File: src/pkg/awd_defines.svh
`ifndef AWD_DEFINES_SVH
`define AWD_DEFINES_SVH

// ----------------------------------------
// register offsets
// ----------------------------------------
`define AWD_CTRL_ADDR 8'he8
`define AWD_CFG_ADDR 8'hc0
`define AWD_RES_HI_ADDR 8'hc1
`define AWD_RES_LO_ADDR 8'hc2
`define AWD_GT_HI_ADDR 8'hc3
`define AWD_GT_LO_ADDR 8'hc4
`define AWD_LT_HI_ADDR 8'hc5
`define AWD_LT_LO_ADDR 8'hc6
`define AWD_INT_STAT_ADDR 8'hc7
`define AWD_INT_MASK_ADDR 8'hc8

// ----------------------------------------
// field positions
// ----------------------------------------
`define AWD_CTRL_EN_BIT 7
`define AWD_CTRL_TM_BIT 6
`define AWD_CTRL_DONE_BIT 5
`define AWD_CTRL_BUSY_BIT 4
`define AWD_CTRL_WIN_BIT 3
`define AWD_CTRL_CM_LSB 0
`define AWD_CFG_LEFT_BIT 0
`define AWD_CFG_DIFF_BIT 1
`define AWD_INT_WIN_BIT 0
`define AWD_INT_DONE_BIT 1

// ----------------------------------------
// reset values
// ----------------------------------------
`define AWD_CTRL_RST 8'h00
`define AWD_CFG_RST 2'h0
`define AWD_GT_RST 16'hffff
`define AWD_LT_RST 16'h0000
`define AWD_INT_RST 2'h0

`endif

File: src/pkg/awd_pkg.sv
`default_nettype none
package awd_pkg;

	// ----------------------------------------
	// carriers
	// ----------------------------------------
	typedef struct packed {
		logic [7:0] addr;
		logic [7:0] wdata;
		logic wr;
		logic rd;
	} awd_bus_req_t;

	typedef struct packed {
		logic valid;
		logic [9:0] data;
	} awd_result_t;

	typedef enum logic [1:0] {
		AWD_WIN_INSIDE = 2'b01,
		AWD_WIN_OUTSIDE = 2'b10
	} awd_win_mode_t;

	// ----------------------------------------
	// arithmetic
	// ----------------------------------------
	function automatic logic awd_greater(input logic [15:0] a, input logic [15:0] b,
		input logic sgn);
		awd_greater = sgn ? ($signed(a) > $signed(b)) : (a > b);
	endfunction

	function automatic logic [15:0] awd_format(input logic [9:0] raw, input logic left,
		input logic sgn);
		if (left) begin
			awd_format = {raw, 6'h00};
		end else if (sgn) begin
			awd_format = {{6{raw[9]}}, raw};
		end else begin
			awd_format = {6'h00, raw};
		end
	endfunction

endpackage
`default_nettype wire

File: src/logic/awd_window_cmp.sv
`timescale 1ns/100ps
`default_nettype none
module awd_window_cmp (
	input wire logic [15:0] word,
	input wire logic [15:0] gt_limit,
	input wire logic [15:0] lt_limit,
	input wire logic signed_mode,
	output logic match,
	output var awd_pkg::awd_win_mode_t mode
);

	// ----------------------------------------
	// window decision
	// ----------------------------------------
	logic above_gt;
	logic below_lt;
	logic lt_over_gt;

	assign above_gt = awd_pkg::awd_greater(word, gt_limit, signed_mode); // [RULE10]
	assign below_lt = awd_pkg::awd_greater(lt_limit, word, signed_mode); // [RULE10]
	assign lt_over_gt = awd_pkg::awd_greater(lt_limit, gt_limit, signed_mode); // [RULE4]
	assign mode = lt_over_gt ? awd_pkg::AWD_WIN_INSIDE : awd_pkg::AWD_WIN_OUTSIDE; // [RULE11]
	assign match = (mode == awd_pkg::AWD_WIN_INSIDE) ? (above_gt && below_lt) // [RULE7]
		: (above_gt || below_lt); // [RULE8]

endmodule
`default_nettype wire

File: src/logic/awd_window_detector.sv
// Notes on behaviour
// [RULE1] compare every result, flag on window hit
// [RULE2] match flag readable and drives interrupt
// [RULE3] greater and less limits, high/low bytes
// [RULE4] limit contents alone choose inside/outside
// [RULE5] software writes limits in result format
// [RULE6] single-ended result unsigned, ten bits
// [RULE7] inside: above greater and below less
// [RULE8] outside: below lower or above upper
// [RULE9] differential result ten-bit two's complement
// [RULE10] differential compares are signed
// [RULE11] less over greater means inside window
// [RULE12] flag sticky until software writes zero
//
// The plain strobed port was decided locally.
`timescale 1ns/100ps
`default_nettype none
`include "awd_defines.svh"
module awd_window_detector (
	input wire logic clk,
	input wire logic arst_n,
	input wire awd_pkg::awd_bus_req_t bus,
	output logic [7:0] rd_data,
	input wire awd_pkg::awd_result_t conv,
	input wire logic conversion_busy,
	output logic converter_enable,
	output logic tracking_mode_select,
	output logic [2:0] start_source_select,
	output logic window_match_flag,
	output logic irq
);

	// ----------------------------------------
	// registers
	// ----------------------------------------
	logic [7:0] ctrl_q;
	logic [7:0] ctrl_d;
	logic [1:0] cfg_q;
	logic [7:0] gt_hi_q;
	logic [7:0] gt_lo_q;
	logic [7:0] lt_hi_q;
	logic [7:0] lt_lo_q;
	logic [15:0] res_q;
	logic [1:0] stat_q;
	logic [1:0] stat_d;
	logic [1:0] mask_q;
	logic [7:0] rd_data_q;

	// ----------------------------------------
	// address decode
	// ----------------------------------------
	logic wr_ctrl;
	logic wr_cfg;
	logic wr_gt_hi;
	logic wr_gt_lo;
	logic wr_lt_hi;
	logic wr_lt_lo;
	logic wr_stat;
	logic wr_mask;

	assign wr_ctrl = bus.wr && (bus.addr == `AWD_CTRL_ADDR);
	assign wr_cfg = bus.wr && (bus.addr == `AWD_CFG_ADDR);
	assign wr_gt_hi = bus.wr && (bus.addr == `AWD_GT_HI_ADDR);
	assign wr_gt_lo = bus.wr && (bus.addr == `AWD_GT_LO_ADDR);
	assign wr_lt_hi = bus.wr && (bus.addr == `AWD_LT_HI_ADDR);
	assign wr_lt_lo = bus.wr && (bus.addr == `AWD_LT_LO_ADDR);
	assign wr_stat = bus.wr && (bus.addr == `AWD_INT_STAT_ADDR);
	assign wr_mask = bus.wr && (bus.addr == `AWD_INT_MASK_ADDR);

	// ----------------------------------------
	// result formatting and compare
	// ----------------------------------------
	logic left_just;
	logic sgn;
	logic [15:0] result_word;
	logic [15:0] gt_word;
	logic [15:0] lt_word;
	logic cmp_match;
	logic match_event;
	awd_pkg::awd_win_mode_t win_mode;

	assign left_just = cfg_q[`AWD_CFG_LEFT_BIT];
	assign sgn = cfg_q[`AWD_CFG_DIFF_BIT];
	assign result_word = awd_pkg::awd_format(conv.data, left_just, sgn); // [RULE6] [RULE9]
	assign gt_word = {gt_hi_q, gt_lo_q}; // [RULE3]
	assign lt_word = {lt_hi_q, lt_lo_q}; // [RULE3]

	awd_window_cmp u_cmp (
		.word(result_word),
		.gt_limit(gt_word),
		.lt_limit(lt_word),
		.signed_mode(sgn),
		.match(cmp_match),
		.mode(win_mode)
	);

	assign match_event = conv.valid && cmp_match; // [RULE1]

	// ----------------------------------------
	// control register and flags
	// ----------------------------------------
	logic win_clear;
	logic done_clear;
	logic win_flag_d;
	logic done_flag_d;

	assign win_clear = wr_ctrl && !bus.wdata[`AWD_CTRL_WIN_BIT];
	assign done_clear = wr_ctrl && !bus.wdata[`AWD_CTRL_DONE_BIT];
	assign win_flag_d = match_event || (ctrl_q[`AWD_CTRL_WIN_BIT] && !win_clear); // [RULE12]
	assign done_flag_d = conv.valid || (ctrl_q[`AWD_CTRL_DONE_BIT] && !done_clear);

	always_comb begin
		ctrl_d = ctrl_q;
		if (wr_ctrl) begin
			ctrl_d = bus.wdata;
		end
		ctrl_d[`AWD_CTRL_BUSY_BIT] = 1'b0;
		ctrl_d[`AWD_CTRL_WIN_BIT] = win_flag_d;
		ctrl_d[`AWD_CTRL_DONE_BIT] = done_flag_d;
	end

	always_ff @(posedge clk or negedge arst_n) begin
		if (!arst_n) begin
			ctrl_q <= `AWD_CTRL_RST;
		end else begin
			ctrl_q <= ctrl_d;
		end
	end

	// ----------------------------------------
	// configuration and limits
	// ----------------------------------------
	always_ff @(posedge clk or negedge arst_n) begin
		if (!arst_n) begin
			cfg_q <= `AWD_CFG_RST;
		end else if (wr_cfg) begin
			cfg_q <= bus.wdata[1:0];
		end
	end

	always_ff @(posedge clk or negedge arst_n) begin
		if (!arst_n) begin
			gt_hi_q <= 8'(`AWD_GT_RST >> 8);
			gt_lo_q <= 8'(`AWD_GT_RST);
		end else begin
			gt_hi_q <= wr_gt_hi ? bus.wdata : gt_hi_q; // [RULE3]
			gt_lo_q <= wr_gt_lo ? bus.wdata : gt_lo_q; // [RULE3]
		end
	end

	always_ff @(posedge clk or negedge arst_n) begin
		if (!arst_n) begin
			lt_hi_q <= 8'(`AWD_LT_RST >> 8);
			lt_lo_q <= 8'(`AWD_LT_RST);
		end else begin
			lt_hi_q <= wr_lt_hi ? bus.wdata : lt_hi_q; // [RULE3]
			lt_lo_q <= wr_lt_lo ? bus.wdata : lt_lo_q; // [RULE3]
		end
	end

	// ----------------------------------------
	// result holding
	// ----------------------------------------
	always_ff @(posedge clk or negedge arst_n) begin
		if (!arst_n) begin
			res_q <= 16'h0000;
		end else if (conv.valid) begin
			res_q <= result_word;
		end
	end

	// ----------------------------------------
	// interrupt status and mask
	// ----------------------------------------
	logic [1:0] stat_set;
	logic [1:0] stat_clr;

	assign stat_set = {conv.valid, match_event};
	assign stat_clr = wr_stat ? bus.wdata[1:0] : 2'h0;
	assign stat_d = (stat_q & ~stat_clr) | stat_set;

	always_ff @(posedge clk or negedge arst_n) begin
		if (!arst_n) begin
			stat_q <= `AWD_INT_RST;
			mask_q <= `AWD_INT_RST;
		end else begin
			stat_q <= stat_d;
			mask_q <= wr_mask ? bus.wdata[1:0] : mask_q;
		end
	end

	assign irq = |(stat_q & mask_q); // [RULE2]

	// ----------------------------------------
	// read path
	// ----------------------------------------
	logic [7:0] ctrl_view;
	logic [7:0] rd_mux;

	assign ctrl_view = {ctrl_q[7:5], conversion_busy, ctrl_q[3:0]};

	always_comb begin
		case (bus.addr)
			`AWD_CTRL_ADDR: rd_mux = ctrl_view; // [RULE2]
			`AWD_CFG_ADDR: rd_mux = {6'h00, cfg_q};
			`AWD_RES_HI_ADDR: rd_mux = res_q[15:8];
			`AWD_RES_LO_ADDR: rd_mux = res_q[7:0];
			`AWD_GT_HI_ADDR: rd_mux = gt_hi_q;
			`AWD_GT_LO_ADDR: rd_mux = gt_lo_q;
			`AWD_LT_HI_ADDR: rd_mux = lt_hi_q;
			`AWD_LT_LO_ADDR: rd_mux = lt_lo_q;
			`AWD_INT_STAT_ADDR: rd_mux = {6'h00, stat_q};
			`AWD_INT_MASK_ADDR: rd_mux = {6'h00, mask_q};
			default: rd_mux = 8'h00;
		endcase
	end

	always_ff @(posedge clk or negedge arst_n) begin
		if (!arst_n) begin
			rd_data_q <= 8'h00;
		end else begin
			rd_data_q <= bus.rd ? rd_mux : 8'h00;
		end
	end

	// ----------------------------------------
	// outputs
	// ----------------------------------------
	assign rd_data = rd_data_q;
	assign converter_enable = ctrl_q[`AWD_CTRL_EN_BIT];
	assign tracking_mode_select = ctrl_q[`AWD_CTRL_TM_BIT];
	assign start_source_select = ctrl_q[`AWD_CTRL_CM_LSB +: 3];
	assign window_match_flag = ctrl_q[`AWD_CTRL_WIN_BIT]; // [RULE2]

	logic chk_above;
	logic chk_below;
	logic chk_inside_cfg;

	assign chk_above = sgn ? ($signed(result_word) > $signed(gt_word)) : (result_word > gt_word);
	assign chk_below = sgn ? ($signed(result_word) < $signed(lt_word)) : (result_word < lt_word);
	assign chk_inside_cfg = sgn ? ($signed(lt_word) > $signed(gt_word)) : (lt_word > gt_word);
endmodule
`default_nettype wire

File: config.mk
export PLATFORM = sky130hd
export DESIGN_NAME = awd_window_detector
export DESIGN_NICKNAME = d
export VERILOG_FILES = /design/src/pkg/awd_pkg.sv /design/src/logic/awd_window_cmp.sv /design/src/logic/awd_window_detector.sv
export VERILOG_INCLUDE_DIRS = /design/src /design/src/pkg
export SDC_FILE = /design/constraint.sdc
export NUM_CORES = 1
export LEC_CHECK = 0
export BUFFER_PORTS_ARGS = -buffer_cell sky130_fd_sc_hd__buf_2
export CAP_MARGIN = 20
export CORE_MARGIN = 2
export CORE_UTILIZATION = 55
export CTS_CLUSTER_SIZE = 10
export DETAILED_ROUTE_END_ITERATION = 10
export PLACE_DENSITY = 0.75
export SLEW_MARGIN = 40
export SYNTH_ARGS = -nofsm -noshare
export SYNTH_HDL_FRONTEND = slang
export SYNTH_SLANG_ARGS = --single-unit
File: constraint.sdc
create_clock -name clk -period 3.8 [get_ports clk]
set_input_delay 0.76 -clock clk [delete_from_list [all_inputs] [get_ports clk]]
set_output_delay 0.76 -clock clk [all_outputs]
set_load 0.05 [all_outputs]
==> summary.txt <==
post-synthesis register bit count = 69
Initial Utilization = 0.5716
reg2reg start = cfg_q[0]
GRT Overall Usage = 0.2879
most numerous cell in the Yosys netlist = dfrtp_1
unrepaired setup endpoints after global routing = no
FF-to-FF setup slack = 570 ps
largest area contributor in the netlist = dfrtp_1
critical path arrival = 3450 ps
Rel. slew slack = 0.4457
Critical Path, Cell by Cell = nor2b_1 > and2_1 > a21oi_1 > inv_1 > ha_1 > nand4_1 > or3_1 > o21ai_1 > nor2b_1 > mux2_4 > a21oi_1 > o211ai_1
critical path's top delay family = simple AND/OR/NAND/NOR gates
post-cts gate resize count = 0
# fillers = 646
Least-Margin Pin Slew = 827.0 ps
diode count = 0
clock root cell = clkbuf_8
Final WS setup = 573.6 ps
Cell Pwr Density = 367.5 nW/um^2
CP Capture Type = register
Vias = 3,717
clk_lat worst skew = 360 ps
most frequent cells after synthesis = dfrtp_1, ha_1, mux2_2
status = finished, final reports clean
YS warnings = 0
ys flop type = dfrtp_1
CP max-delay cell = dfrtp_1
routability cong. = 0.9607
Wirelength per Cell = 20.75 um
Post-CTS Setup Inserts = 0
largest net degree at the start of global routing = 70
Inserted Clock Buffers = 9
final net count = 559
biggest cell delay along the critical path = 700 ps
CTS tree = yes
Hold WC Path Type = primary input to asynchronous set/reset pin
worst slack at placement = 421.0 ps
I/O pins = 47
Syn Inst Count = 438
Final Util = 0.6367
syn_area_per_cell = 10.19 sq um
Fmax = 0.3099 GHz
classification of the worst setup path = register to register
R2R cell count = 12
Die W = 94.08 um
PortBufs = 46
Final setup viols = 0
CTS Sinks = 69
first-pass GRT wire length = 18.93 mm
Net Count, Synth = 518
drt first pass iters = 8
Peak VDD IR = 0.1718 mV
most area-consuming cells after synthesis = dfrtp_1, ha_1, mux2_2
Die ar. = 8851 sq um
Startpoint Class = register
GRT overflow = 0
layout cell share with drive strength beyond 1 = 0.2789
CP startpoint = cfg_q[0]
Avg Vias per Cell = 6.343
top-area cell type share of the netlist area = 0.2972
H-Tree Level Count = 3
core area = 7807 sq um
Async SR Flop Fraction = 1.000
Max Cap Viol = 0
initial antenna violation count = 0
Final period util = 0.8491
post-synthesis sequential area ratio = 0.3914
Final min period = 3226 ps
Die Height = 94.08 um
EDFF count, synth = 0
row count = 32
Syn Std Cell Area = 4463 sq um
Area Growth Syn to Fin = 11.38%
post-DP HPWL = 9.119 mm
hold_buf cts = 0
final hold viol count = 0
number of global-route vias before repair = 3,575
Buffers & Inverters on Critical Path = 1
clk_skew = 7.210 ps
DR DRC count = 0
Leak = 2.448 nW
final-report max-slew violation count = 0
setup TNS = 0 ps
Worst-path clk slew = 80 ps
final WL = 12.16 mm
Yosys cell types = 51
non-filler cells, final = 586
antenna viol nets, final = 0
Req. time, crit path = 4030 ps
placed cell count = 570
Bufs on Longest Clock Path = 2
logic depth of the worst path, buffers included = 12
number of DRC markers in iteration 0 = 280
CP Max Fanout = 19
placed cells by master, fill, tap and decap left out, types with 3 or more instances in the layout:
cell	netlist	routed
ha_1	48	48
o21a_1	4	4
a21o_1	4	4
and3_1	4	4
o211ai_1	5	5
a222oi_1	6	6
a22oi_1	4	4
clkbuf_8	0	10
a221oi_1	3	3
and2_1	3	3
mux2_2	43	43
dfstp_2	16	16
dfrtp_1	53	53
nand4_1	11	11
nand2b_1	8	8
a22o_1	6	6
a21oi_1	39	39
nor2b_1	8	8
inv_1	35	35
mux2i_1	11	11
nor2_1	16	16
nand3_1	6	6
nand2_1	31	31
buf_4	6	3
o21ai_0	21	21
a31oi_1	4	4
a211oi_1	3	3
buf_2	8	46
layer usage:
metal	global-route usage	share of wire	vias to the layer above	wire length (um)
met5	0	0	-	0
met4	0.1171	0.024	0	294
met3	0.06340	0.079	24	963
met2	0.4256	0.45	182	5456
met1	0.4088	0.45	1834	5447
li1	-	-	1677	-
flip-flops by register name, indices dropped and copies added, names as in the netlist:
| name | count |
|---|---|
| stat_q | 2 |
| cfg_q | 2 |
| lt_hi_q | 8 |
| gt_hi_q | 8 |
| mask_q | 2 |
| rd_data | 8 |
| res_q | 16 |
| gt_lo_q | 8 |
| ctrl_q | 7 |
| lt_lo_q | 8 |
worst paths after layout:
kind	to
worst min-delay path	ctrl_q[1]
worst min register to register	res_q[2]
max in group asynchronous	res_q[14]
worst max register to register	ctrl_q[3]
worst max-delay path	ctrl_q[3]
min in group clk	res_q[2]
where the power goes:
part | total [mW] | internal, mW | leakage, nW | switching, mW
registers | 0.820 | 0.781 | 0.845 | 0.0392
logic | 0.329 | 0.133 | 1.49 | 0.196
clock network | 0.678 | 0.386 | 0.112 | 0.292
layout make-up:
class,count,area [sq um],share of cell area
Inverter,35,131.4,0.02643
Sequential cell,69,1747,0.3514
Clock buffer,10,137.6,0.02769
Tap cell,102,127.6,0.02567
Clock inverter,6,86.33,0.01737
Timing Repair Buffer,50,264.0,0.05311
Multi-Input combinational cell,314,2477,0.4984
stage by stage:
stage / area (sq um) / hold slack, ps / power [mW]
floorplan: 4463 / 464.4 / 1.038
CTS: 4971 / 512.3 / 1.826
detailed placement: 4747 / 496.7 / 1.153
finish: 4971 / 484.7 / 1.827
global route: 4971 / 527.0 / 1.903
global placement: 4743 / 490.9 / 1.140
worst register-to-register path, stage by stage (launching register included):
cell and delay [ps]:
dfrtp_1 700, nor2b_1 120, and2_1 240, a21oi_1 240, inv_1 90, ha_1 290, nand4_1 150, or3_1 430
o21ai_1 220, nor2b_1 70, mux2_4 280, a21oi_1 160, o211ai_1 110
cell families after synthesis:
group / synth area share
buffers and inverters: 0.05355
AOI/OAI and AO/OA: 0.1500
muxes: 0.1365
adders and majority gates: 0.1346
DFF: 0.3914
and+or+nand+nor: 0.1320
xor gates and xnor gates: 0.001963
Power figures use the tool's default switching activity.
